$ cat config.mk
export PLATFORM = sky130hd
export DESIGN_NAME = fpol_protect_otp
export DESIGN_NICKNAME = d
export VERILOG_FILES = /design/src/fpol_pkg.sv /design/src/fpol_protect_otp.sv
export SDC_FILE = /design/constraint.sdc
export NUM_CORES = 2
export LEC_CHECK = 0
export ABC_AREA = 1
export BUFFER_PORTS_ARGS = -buffer_cell sky130_fd_sc_hd__buf_4
export CORE_UTILIZATION = 50
export DETAILED_ROUTE_END_ITERATION = 8
export HOLD_SLACK_MARGIN = 0.06
export PLACE_DENSITY = 0.68
export SYNTH_ARGS = -nofsm -noshare
export SYNTH_HDL_FRONTEND = slang
export SYNTH_SLANG_ARGS = --single-unit
$ cat constraint.sdc
create_clock -name clk -period 2 [get_ports clk]
set_input_delay 0.1 -clock clk [delete_from_list [all_inputs] [get_ports clk]]
set_output_delay 0.1 -clock clk [all_outputs]
set_load 0.02 [all_outputs]
$ cat src/fpol_pkg.sv
// Package: constants for the sector protection and security register logic
package fpol_pkg;
   // ----------------------------------------------------------------
   // Command codes
   // ----------------------------------------------------------------
   localparam logic [7:0] OP_READ_PROT   = 8'h3c;
   localparam logic [7:0] OP_PROG_SECUR  = 8'h9b;
   localparam logic [7:0] OP_WRITE_EN    = 8'h11;
   localparam logic [7:0] OP_WRITE_STAT  = 8'h12;
   localparam logic [7:0] OP_PROT_SECT   = 8'h13;
   localparam logic [7:0] OP_UNPROT_SECT = 8'h14;
   // ----------------------------------------------------------------
   // Frame layout
   // ----------------------------------------------------------------
   localparam logic [2:0] BYTE_OPCODE    = 3'h0;
   localparam logic [2:0] BYTE_ADDR_HI   = 3'h1;
   localparam logic [2:0] BYTE_ADDR_MID  = 3'h2;
   localparam logic [2:0] BYTE_ADDR_LO   = 3'h3;
   localparam logic [2:0] BYTES_ADDRESSED = 3'h4;
   localparam logic [2:0] BYTES_WITH_DATA = 3'h5;
   // ----------------------------------------------------------------
   // Security area
   // ----------------------------------------------------------------
   localparam int         SECUR_BYTES    = 128;
   localparam int         USER_BYTES     = 64;
   localparam int         USER_AW        = 6;
   // ----------------------------------------------------------------
   // Status byte fields and codes
   // ----------------------------------------------------------------
   localparam int         ST_LOCK_POS    = 7;
   localparam int         ST_WP_POS      = 4;
   localparam int         ST_SWP_POS     = 2;
   localparam int         ST_WEL_POS     = 1;
   localparam int         ST_BUSY_POS    = 0;
   localparam logic [1:0] SWP_NONE       = 2'h0;
   localparam logic [1:0] SWP_SOME       = 2'h1;
   localparam logic [1:0] SWP_ALL        = 2'h3;
   localparam logic [3:0] GLOBAL_PROT    = 4'hf;
   localparam logic [3:0] GLOBAL_UNPROT  = 4'h0;
   // ----------------------------------------------------------------
   // Reset values
   // ----------------------------------------------------------------
   localparam logic       FLAG_RST       = 1'b1;
   localparam logic       LOCK_RST       = 1'b0;
   // ----------------------------------------------------------------
   // Timing and FIFO size
   // ----------------------------------------------------------------
   localparam int         CLK_FREQ_MHZ   = 10;
   localparam int         SEC_PROG_TIME_US = 1000;
   localparam int         FIFO_DEPTH     = 8;
endpackage

$ cat src/fpol_protect_otp.sv
// Sector protection, locking and security-area programming with its data FIFO
`timescale 1ns/100ps

// --------------------------------------------------------------------
// Data FIFO
// --------------------------------------------------------------------
module fpol_fifo #(
   parameter int W = 8,
   parameter int D = 8
) (
   // Clock and reset
   input  wire logic         clk,
   input  wire logic         sys_rst,
   // Filling side
   input  wire logic         in_valid,
   input  wire logic [W-1:0] in_data,
   output logic              in_ready,
   // Draining side
   output logic              out_valid,
   output logic [W-1:0]      out_data,
   input  wire logic         out_ready
);
   localparam int AW = $clog2(D);
   typedef struct packed {
      logic [D-1:0][W-1:0] mem;
      logic [AW-1:0]       wp;
      logic [AW-1:0]       rp;
      logic [AW:0]         cnt;
   } fpol_fifo_t;
   fpol_fifo_t r;
   fpol_fifo_t r_nxt;
   logic       do_push;
   logic       do_pop;

   assign in_ready  = r.cnt != (AW+1)'(D);
   assign out_valid = r.cnt != '0;
   assign out_data  = r.mem[r.rp];
   assign do_push   = in_valid && in_ready;
   assign do_pop    = out_valid && out_ready;

   always_comb begin
      r_nxt = r;
      if (do_push) begin
         r_nxt.mem[r.wp] = in_data;
         r_nxt.wp        = (r.wp == AW'(D-1)) ? '0 : r.wp + 1'b1;
      end
      if (do_pop) begin
         r_nxt.rp = (r.rp == AW'(D-1)) ? '0 : r.rp + 1'b1;
      end
      r_nxt.cnt = r.cnt + (AW+1)'(do_push) - (AW+1)'(do_pop);
   end

   always_ff @(posedge clk) begin
      if (sys_rst) begin
         r <= '0;
      end else begin
         r <= r_nxt;
      end
   end
endmodule

// Summary of operation
// - Sector flag query: opcode 3Ch then three address bytes inside the sector.
// - After the last address byte, serial out repeats FFh if protected, else 00h.
// - Chip select release ends the flag read and floats serial out.
// - Flag read data carries only the sector flag, never write-protect.
// - Hardware lock only while write-protect asserted and lock bit set.
// - Hardware lock freezes flags and lock bit, drops protect, unprotect, status write.
// - A status write clearing the lock bit applies no global change.
// - With write-protect held asserted, a set lock bit clears only by reset.
// - Unlocked status write may set lock bit and apply global change from bits 5:2.
// - Software lock ignores sector and global changes, but lock bit may clear.
// - Sector is protected when its flag is one, regardless of write-protect.
// - Security area 128 bytes; 0-63 user one-time, 64-127 fixed forever.
// - Security program needs write enable, then 9Bh, address, buffered data.
// - Security program start location uses only address bits 5:0.
// - Data beyond user location 63 wraps to location 0.
// - Over 64 data bytes: only the last 64 stay buffered.
// - Release starts self-timed write; unsent user bytes stay FFh.
// - Full address, one whole data byte, byte-aligned release, else abort.
// - Aborted security program clears the write-enable latch.
// - User area programmed once as a unit; later programs refused.
// - Busy during security write; write enable cleared before completion.
// - Security program overwrites the shared page buffer.
// - Status write stores only bit 7; bits 5:2 only request globals.
// - Summary field reads 00 none, 01 some, 11 all flags set.
// - Status bit 0 is one while a self-timed operation runs.
module fpol_protect_otp #(
   parameter int NUM_SECTORS      = 4,
   parameter int SECTOR_LSB       = 16,
   parameter int SEC_PROG_TIME_US = fpol_pkg::SEC_PROG_TIME_US
) (
   // Clock and reset
   input  wire logic                   clk,
   input  wire logic                   sys_rst,
   // Serial link pins
   input  wire logic                   cs_n,
   input  wire logic                   sck,
   input  wire logic                   si,
   output logic                        so,
   output logic                        so_oe_n,
   // Write-protect pin
   input  wire logic                   wp_n,
   // Status and protection view
   output logic [7:0]                  status_byte,
   output logic [NUM_SECTORS-1:0]      sector_flags,
   output logic                        user_area_used,
   // Nonvolatile security-area write port
   output logic                        nvm_wr,
   output logic [fpol_pkg::USER_AW-1:0] nvm_addr,
   output logic [7:0]                  nvm_data
);
   localparam int SW          = $clog2(NUM_SECTORS);
   localparam int PROG_CYCLES = SEC_PROG_TIME_US * fpol_pkg::CLK_FREQ_MHZ;
   localparam int UB          = fpol_pkg::USER_BYTES;
   localparam int UAW         = fpol_pkg::USER_AW;

   typedef enum logic [1:0] {ST_IDLE, ST_DRAIN, ST_PROG, ST_WAIT} fpol_st_t;

   typedef struct packed {
      logic [1:0]             cs_s;
      logic [1:0]             sck_s;
      logic [1:0]             si_s;
      logic [1:0]             wp_s;
      logic                   sck_d;
      logic [7:0]             sh;
      logic [2:0]             bitcnt;
      logic [2:0]             bytecnt;
      logic [7:0]             opcode;
      logic [23:0]            addr;
      logic [7:0]             wsr;
      logic                   reading;
      logic                   armed;
      logic                   ovf;
      logic                   push;
      logic [7:0]             push_data;
      logic                   so;
      logic                   so_oe_n;
      logic [NUM_SECTORS-1:0] flags;
      logic                   lock;
      logic                   write_enable_latch;
      logic                   used;
      fpol_st_t               st;
      logic [UB-1:0][7:0]     pbuf;
      logic [UB-1:0]          mask;
      logic [UAW-1:0]         wptr;
      logic [UAW:0]           pidx;
      logic [19:0]            tmr;
      logic                   nvm_wr;
      logic [UAW-1:0]         nvm_addr;
      logic [7:0]             nvm_data;
      logic [7:0]             status;
   } fpol_state_t;

   fpol_state_t r;
   fpol_state_t r_nxt;
   logic        f_in_ready;
   logic        f_out_valid;
   logic [7:0]  f_out_data;
   logic        f_out_ready;

   // ----------------------------------------------------------------
   // Data FIFO between the link and the page buffer
   // ----------------------------------------------------------------
   // The buffer side stalls while a program runs; a push that finds the
   // FIFO full marks the frame as overrun so it is aborted at release.
   assign f_out_ready = r.st == ST_IDLE;

   fpol_fifo #(.W(8), .D(fpol_pkg::FIFO_DEPTH)) u_fifo (
      .clk       (clk),
      .sys_rst   (sys_rst),
      .in_valid  (r.push),
      .in_data   (r.push_data),
      .in_ready  (f_in_ready),
      .out_valid (f_out_valid),
      .out_data  (f_out_data),
      .out_ready (f_out_ready)
   );

   // ----------------------------------------------------------------
   // Next-state logic
   // ----------------------------------------------------------------
   logic       cs_hi;
   logic       sck_rise;
   logic       sck_fall;
   logic       cs_rise;
   logic       busy;
   logic       hw_lock;
   logic [7:0] byte_in;

   always_comb begin
      r_nxt    = r;
      cs_hi    = r.cs_s[1];
      sck_rise = r.sck_s[1] && !r.sck_d;
      sck_fall = !r.sck_s[1] && r.sck_d;
      cs_rise  = cs_hi && !r.reading && 1'b0;
      busy     = r.st != ST_IDLE;
      hw_lock  = !r.wp_s[1] && r.lock;
      byte_in  = {r.sh[6:0], r.si_s[1]};
      // Synchronisers: stage 0 feeds only stage 1
      r_nxt.cs_s  = {r.cs_s[0], cs_n};
      r_nxt.sck_s = {r.sck_s[0], sck};
      r_nxt.si_s  = {r.si_s[0], si};
      r_nxt.wp_s  = {r.wp_s[0], wp_n};
      r_nxt.sck_d = r.sck_s[1];
      r_nxt.push  = 1'b0;
      r_nxt.nvm_wr = 1'b0;
      if (r.push && !f_in_ready) begin
         r_nxt.ovf = 1'b1;
      end

      if (cs_hi) begin
         // Frame over: act on what the frame carried, then clear the frame state and disarm
         if (r.bytecnt != '0) begin
            cs_rise = 1'b1;
         end
         r_nxt.bitcnt  = '0;
         r_nxt.bytecnt = '0;
         r_nxt.reading = 1'b0;
         r_nxt.so_oe_n = 1'b1;
         r_nxt.armed   = 1'b0;
         r_nxt.ovf     = 1'b0;
      end else begin
         if (sck_rise) begin
            r_nxt.sh     = byte_in;
            r_nxt.bitcnt = r.bitcnt + 3'h1;
            if (r.bitcnt == 3'h7) begin
               if (r.bytecnt != fpol_pkg::BYTES_WITH_DATA) begin
                  r_nxt.bytecnt = r.bytecnt + 3'h1;
               end
               case (r.bytecnt)
                  fpol_pkg::BYTE_OPCODE: begin
                     r_nxt.opcode = byte_in;
                     // write enable must already be set; new frame replaces buffer
                     if (byte_in == fpol_pkg::OP_PROG_SECUR && r.write_enable_latch && !busy) begin
                        r_nxt.armed = 1'b1;
                        r_nxt.mask  = '0;
                     end
                  end
                  fpol_pkg::BYTE_ADDR_HI: begin
                     r_nxt.addr[23:16] = byte_in;
                     r_nxt.wsr         = byte_in;
                  end
                  fpol_pkg::BYTE_ADDR_MID: begin
                     r_nxt.addr[15:8] = byte_in;
                  end
                  fpol_pkg::BYTE_ADDR_LO: begin
                     r_nxt.addr[7:0] = byte_in;
                     r_nxt.wptr      = byte_in[UAW-1:0];
                     if (r.opcode == fpol_pkg::OP_READ_PROT) begin
                        r_nxt.reading = 1'b1;
                     end
                  end
                  default: begin
                     if (r.armed) begin
                        r_nxt.push      = 1'b1;
                        r_nxt.push_data = byte_in;
                     end
                  end
               endcase
            end
         end
         if (sck_fall && r.reading) begin
            // Whole bytes of FFh or 00h are just the flag held on every bit
            r_nxt.so      = r.flags[r.addr[SECTOR_LSB +: SW]];
            r_nxt.so_oe_n = 1'b0;
         end
      end

      // --------------------------------------------------------------
      // Commands acted on at chip-select release
      // --------------------------------------------------------------
      if (cs_rise && !busy) begin
         case (r.opcode)
            fpol_pkg::OP_WRITE_EN: begin
               if (r.bytecnt == 3'h1 && r.bitcnt == '0) begin
                  r_nxt.write_enable_latch = 1'b1;
               end
            end
            fpol_pkg::OP_WRITE_STAT: begin
               if (r.bytecnt >= 3'h2 && !hw_lock) begin
                  r_nxt.lock = r.wsr[fpol_pkg::ST_LOCK_POS];
                  if (!r.lock) begin
                     if (r.wsr[5:2] == fpol_pkg::GLOBAL_PROT) begin
                        r_nxt.flags = '1;
                     end else if (r.wsr[5:2] == fpol_pkg::GLOBAL_UNPROT) begin
                        r_nxt.flags = '0;
                     end
                  end
               end
            end
            fpol_pkg::OP_PROT_SECT, fpol_pkg::OP_UNPROT_SECT: begin
               if (r.bytecnt >= fpol_pkg::BYTES_ADDRESSED && !hw_lock) begin
                  if (r.write_enable_latch && !r.lock) begin
                     r_nxt.flags[r.addr[SECTOR_LSB +: SW]] =
                        r.opcode == fpol_pkg::OP_PROT_SECT;
                  end
                  r_nxt.write_enable_latch = 1'b0;
               end
            end
            fpol_pkg::OP_PROG_SECUR: begin
               if (r.armed) begin
                  if (r.bytecnt == fpol_pkg::BYTES_WITH_DATA && r.bitcnt == '0
                      && !r.used && !r.ovf && !(r.push && !f_in_ready)) begin
                     r_nxt.st = ST_DRAIN;
                  end else begin
                     r_nxt.write_enable_latch = 1'b0;
                  end
               end
            end
            default: begin
            end
         endcase
      end

      // --------------------------------------------------------------
      // Buffer fill and self-timed security write
      // --------------------------------------------------------------
      if (f_out_valid && f_out_ready) begin
         r_nxt.pbuf[r.wptr] = f_out_data;
         r_nxt.mask[r.wptr] = 1'b1;
         r_nxt.wptr         = r.wptr + 1'b1;
      end
      case (r.st)
         ST_IDLE: begin
         end
         ST_DRAIN: begin
            if (!f_out_valid && !r.push) begin
               r_nxt.st   = ST_PROG;
               r_nxt.pidx = '0;
               r_nxt.write_enable_latch  = 1'b0;
               r_nxt.used = 1'b1;
            end
         end
         ST_PROG: begin
            // Unsent locations are never written and keep their erased value
            if (r.mask[r.pidx[UAW-1:0]]) begin
               r_nxt.nvm_wr = 1'b1;
            end
            // Only the 64 user locations can be addressed here
            r_nxt.nvm_addr = r.pidx[UAW-1:0];
            r_nxt.nvm_data = r.pbuf[r.pidx[UAW-1:0]];
            r_nxt.pidx     = r.pidx + 1'b1;
            if (r.pidx == (UAW+1)'(UB-1)) begin
               r_nxt.st  = ST_WAIT;
               r_nxt.tmr = 20'(PROG_CYCLES - UB);
            end
         end
         ST_WAIT: begin
            r_nxt.tmr = r.tmr - 20'h1;
            if (r.tmr == '0) begin
               r_nxt.st = ST_IDLE;
            end
         end
         default: begin
            r_nxt.st = ST_IDLE;
         end
      endcase

      // Status byte follows the state it will be registered with; the WP bit takes the current synchronised pin
      r_nxt.status = '0;
      r_nxt.status[fpol_pkg::ST_LOCK_POS] = r_nxt.lock;
      r_nxt.status[fpol_pkg::ST_WP_POS]   = r.wp_s[1];
      r_nxt.status[fpol_pkg::ST_SWP_POS +: 2] = (&r_nxt.flags) ? fpol_pkg::SWP_ALL :
         ((|r_nxt.flags) ? fpol_pkg::SWP_SOME : fpol_pkg::SWP_NONE);
      r_nxt.status[fpol_pkg::ST_WEL_POS]  = r_nxt.write_enable_latch;
      r_nxt.status[fpol_pkg::ST_BUSY_POS] = r_nxt.st != ST_IDLE;
   end

   always_ff @(posedge clk) begin
      if (sys_rst) begin
         r         <= '0;
         r.cs_s    <= 2'h3;
         r.so_oe_n <= 1'b1;
         r.flags   <= {NUM_SECTORS{fpol_pkg::FLAG_RST}};
         r.lock    <= fpol_pkg::LOCK_RST;
         r.st      <= ST_IDLE;
         r.status  <= {6'h0, 2'h0} | (fpol_pkg::SWP_ALL << fpol_pkg::ST_SWP_POS);
      end else begin
         r <= r_nxt;
      end
   end

   assign so             = r.so;
   assign so_oe_n        = r.so_oe_n;
   assign status_byte    = r.status;
   assign sector_flags   = r.flags;
   assign user_area_used = r.used;
   assign nvm_wr         = r.nvm_wr;
   assign nvm_addr       = r.nvm_addr;
   assign nvm_data       = r.nvm_data;

   // ----------------------------------------------------------------
   // Assertions
   // ----------------------------------------------------------------
   a_so_float_cs: assert property (@(posedge clk) disable iff (sys_rst)
      r.cs_s[1] |=> r.so_oe_n)
      else $error("serial out driven after chip select release");

   a_so_flag_val: assert property (@(posedge clk) disable iff (sys_rst)
      !r.so_oe_n |-> r.so == r.flags[r.addr[SECTOR_LSB +: SW]])
      else $error("flag read data does not match sector flag");

   a_hw_lock_hold: assert property (@(posedge clk) disable iff (sys_rst)
      (!r.wp_s[1] && r.lock) |=> ($stable(r.flags) && r.lock))
      else $error("protection changed under hardware lock");

   a_sw_lock_flag: assert property (@(posedge clk) disable iff (sys_rst)
      r.lock |=> $stable(r.flags))
      else $error("sector flags changed while locked");

   a_abort_wel_clr: assert property (@(posedge clk) disable iff (sys_rst)
      (r.cs_s[1] && r.bytecnt != '0 && r.armed && r.st == ST_IDLE
       && (r.bitcnt != '0 || r.bytecnt != fpol_pkg::BYTES_WITH_DATA))
      |=> !r.write_enable_latch ##0 r.st == ST_IDLE)
      else $error("aborted security program left write enable set");

   a_prog_busy_wel: assert property (@(posedge clk) disable iff (sys_rst)
      r.st == ST_PROG |-> (status_byte[fpol_pkg::ST_BUSY_POS]
                           && !status_byte[fpol_pkg::ST_WEL_POS]))
      else $error("programming without busy or with write enable set");

   a_user_once: assert property (@(posedge clk) disable iff (sys_rst)
      $rose(r.st == ST_DRAIN) |-> !$past(r.used))
      else $error("user area programmed twice");

   a_swp_summary: assert property (@(posedge clk) disable iff (sys_rst)
      status_byte[3:2] == ((&r.flags) ? 2'h3 : ((|r.flags) ? 2'h1 : 2'h0)))
      else $error("protection summary field wrong");

   c_flag_read:  cover property (@(posedge clk) disable iff (sys_rst)
      $fell(r.so_oe_n) && r.so);
   c_prog_start: cover property (@(posedge clk) disable iff (sys_rst)
      $rose(r.st == ST_PROG));
   c_lock_set:   cover property (@(posedge clk) disable iff (sys_rst)
      $rose(r.lock));
endmodule

==> results.sh <==
export IMPL_coreArea_um2=66200
export IMPL_synth_most_common_cell="o21ai_0"
export IMPL_wl_per_cell_um=18.5
export IMPL_path_class="reg2reg"
export IMPL_grt_pass1_wl_mm=151
export IMPL_layout_drive_gt1_share=0.139
export IMPL_tightest_slew_ps=582
export IMPL_p_int_w=0.0283
export IMPL_cp_data_required_time_ps=2540
export IMPL_synth_common_cells="o21ai_0, dfxtp_1, a21oi_1"
export IMPL_multi_input_area_um2=15900
export IMPL_setup_slack_ps=-18.8
export IMPL_met3_length_mm=6.72
export IMPL_hold_violations=0
export IMPL_n_antenna_cell=0
export IMPL_r2r_slack_ps=-20
export IMPL_grt_max_degree=98
export IMPL_place_ws_ps=-64.9
export IMPL_combPwrFrac=0.233
export IMPL_drv_slew=0
export IMPL_cap_violations=0
export IMPL_place_gp_congestion=0.859
export IMPL_r2r_start="r[43]$_SDFFE_PP0P_"
export IMPL_route_met2_wl_mm=45.2
export IMPL_dp_hpwl_mm=58.0
export IMPL_leakage_nw=15.6
export IMPL_maxSlewHeadroom=0.612
export IMPL_setup_tns_ps=-27.6
export IMPL_cts_tree="built"
export IMPL_critPathLaunch="r[43]$_SDFFE_PP0P_"
export IMPL_area_growth_syn_to_layout_pct=16.5
export IMPL_synth_top_cells_by_area="dfxtp_1, o21ai_0, a21oi_1"
export IMPL_path_buf_inv=3
export IMPL_hold_path_class="reg2reg"
export IMPL_min_from="r[712]$_SDFF_PP0_"
export IMPL_rsz0062_at_grt="yes"
export IMPL_timing_rr_end="nvm_data[2]$_SDFFE_PP0P_"
export IMPL_yosys_register_bits=762
export IMPL_status="complete, but fails checks"
export IMPL_worstPathArrival_ps=2560
export IMPL_dp_cells=5149
export IMPL_rows=94
export IMPL_crit_family="simple AND/OR/NAND/NOR gates"
export IMPL_synth_area_leader_cell="dfxtp_1"
export IMPL_overflow=0
export IMPL_pin_count=36
export IMPL_portBuffers=33
export IMPL_skew_ps=26.0
export IMPL_drt_met1_wl_mm=44.2
export IMPL_dieArea_um2=68500
export IMPL_fin_cells=5354
export IMPL_cp_start_kind="flip-flop"
export IMPL_n_fill_cell=5904
export IMPL_htreeDepth=3
export IMPL_top_layer="met4"
export IMPL_swShare=0.326
export IMPL_grt_pass1_vias=27800
export IMPL_firstDrtPassIters=6
export IMPL_finalCriticalPeriod_ps=2020
export IMPL_switching_power_w=0.0137
export IMPL_cts_sinks=762
export IMPL_failed_checks="negative setup slack"
export IMPL_ys_flop_type="dfxtp_1"
export IMPL_antenna_found_initial=0
export IMPL_reg2regPathDepth=11
export IMPL_ys_types=62
export IMPL_ys_seq_area_frac=0.452
export IMPL_setup_violations_final=3
export IMPL_yosys_area_top_type_share=0.452
export IMPL_hold_ws_ps=405
export IMPL_min_to="byte_in[0]$_SDFF_PP0_"
export IMPL_cp_slowest_cell="dfxtp_4"
export IMPL_dr_total_vias=30800
export IMPL_ys_warn_count=0
export IMPL_final_nets=4451
export IMPL_die_w_um=262
export IMPL_fmax_ghz=0.495
export IMPL_drtAntennaViolNets=0
export IMPL_synth_cells=4458
export IMPL_critPathMaxStageDelay_ps=460
export IMPL_synth_area_um2=33700
export IMPL_critPathMaxFanout=30
export IMPL_crit_path_cell_trace="clkinv_8 > buf_12 > clkbuf_16 > o21ai_0 > o21ai_1 > nand2_1 > nand3_1 > nand3_1 > nand3_1 > nand2_1 > nor2_1"
export IMPL_synth_edf_count=0
export IMPL_cts_clk_slew_worst_paths_ps=60
export IMPL_wl_mm=99.1
export IMPL_clock_latency_ps=640
export IMPL_synth_area_per_cell_um2=7.57
export IMPL_drc=0
export IMPL_min_period_over_period=1.01
export IMPL_synthArstFlopShare=0
export IMPL_grt_usage=0.274
export IMPL_start_util=0.509
export IMPL_hold_depth=2
export IMPL_cts_buffers=82
export IMPL_critPathMostFrequentCell="nand3_1"
export IMPL_clk_path_buf_depth=3
export IMPL_final_seq_area_um2=15300
export IMPL_peakVddDrop_v=0.00202
export IMPL_power_frac_clock=0.385
export IMPL_p_seq_frac=0.382
export IMPL_cp_end_kind="flip-flop"
export IMPL_chipHeight_um=262
export IMPL_initialDrtViolationCount=3202
export IMPL_power_density_nw_per_um2=1070
export IMPL_viasPerCell=5.76
export IMPL_root_buffer="clkbuf_16"
[layer usage]
layer / global-route usage / up-vias
met5: 0 / -
met4: 0.0929 / 0
met3: 0.0399 / 179
met2: 0.436 / 1050
met1: 0.378 / 14500
li1: - / 15100
[worst reg2reg max path, delay by kind of cell (launching register included)]
family / cells / cell delay [ps]
compound gates: 2 / 390
buf+inv: 3 / 530
flops: 1 / 460
simple gates: 6 / 550
[metrics by stage]
step	area, um2	power (W)	utilization
finish	39300	0.0420	0.593
global route	39300	0.0434	0.593
CTS	38200	0.0413	0.576
detailed placement	35100	0.0252	0.531
global placement	35100	0.0252	0.531
floorplan	33700	0.0221	-
[placed cells by master, fill, tap and decap left out, drive strengths merged, types with 4 or more instances in the layout]
cell type	instances
clkbuf	131
nand4	16
clkinvlp	4
bufinv	13
buf	232
dfxtp	762
or2	8
dlygate4sd3	9
nor2	745
a21oi	693
a211oi	7
o21ai	984
nand2	368
nand3	133
a31oi	7
ha	22
inv	189
o22ai	66
clkinv	19
o211ai	14
nor3	28
o221ai	13
[cell families after synthesis]
family | count (synthesis) | synth area share
compound gates | 1801 | 0.279
simple gates | 1303 | 0.175
flops | 762 | 0.452
buf+inv | 566 | 0.0846
fa+ha+maj | 23 | 0.00876
xor+xnor | 2 | 0.000519
other cells | 1 | 0.000111
[final cells by class]
type	instances	share of cell area
Tap cell	864	0.0275
Clock inverter	35	0.0127
Clock buffer	117	0.0610
Multi-Input combinational cell	3131	0.405
Timing Repair Buffer	255	0.0845
Sequential cell	762	0.389
Inverter	190	0.0209
[sequential cells by signal, summed over array words and instances (netlist names)]
register,count
r,652
u_fifo.r,74
byte_in,8
nvm_data,8
nvm_addr,6
status_byte,5
sector_flags,4
cs_hi,1
nvm_wr,1
so,1
so_oe_n,1
user_area_used,1
[repair_timing]
action,CTS,global route
gates resized for setup,8,151
pin swaps,0,23
hold endpoints to repair,20,0
hold buffers,9,0
cloned,0,14
setup endpoints to repair,5,460
buffers inserted,0,31
[worst max path at each step]
| stage | endpoint | slack (ps) | cells past startpoint |
|---|---|---|---|
| after floorplan | u_fifo.r[2]$_SDFF_PP0_ | 40 | 12 |
| after global placement | nvm_data[4]$_SDFFE_PP0P_ | -40 | 11 |
| after detailed placement | nvm_data[4]$_SDFFE_PP0P_ | -60 | 11 |
| after CTS | nvm_data[6]$_SDFFE_PP0P_ | -7 | 12 |
| after global routing | nvm_data[5]$_SDFFE_PP0P_ | -130 | 12 |
| final | nvm_data[2]$_SDFFE_PP0P_ | -20 | 11 |
[power by group through the flow]
stage / Combinational [W] / Sequential [W] / Clock, W
after floorplan: 0.00586 / 0.0163 / 0
after global placement: 0.00885 / 0.0163 / 0
after detailed placement: 0.00888 / 0.0163 / 0
after CTS: 0.00895 / 0.0160 / 0.0164
after global routing: 0.0104 / 0.0161 / 0.0170
final: 0.00979 / 0.0160 / 0.0162
Note: power is estimated with default switching activity, not from simulation.
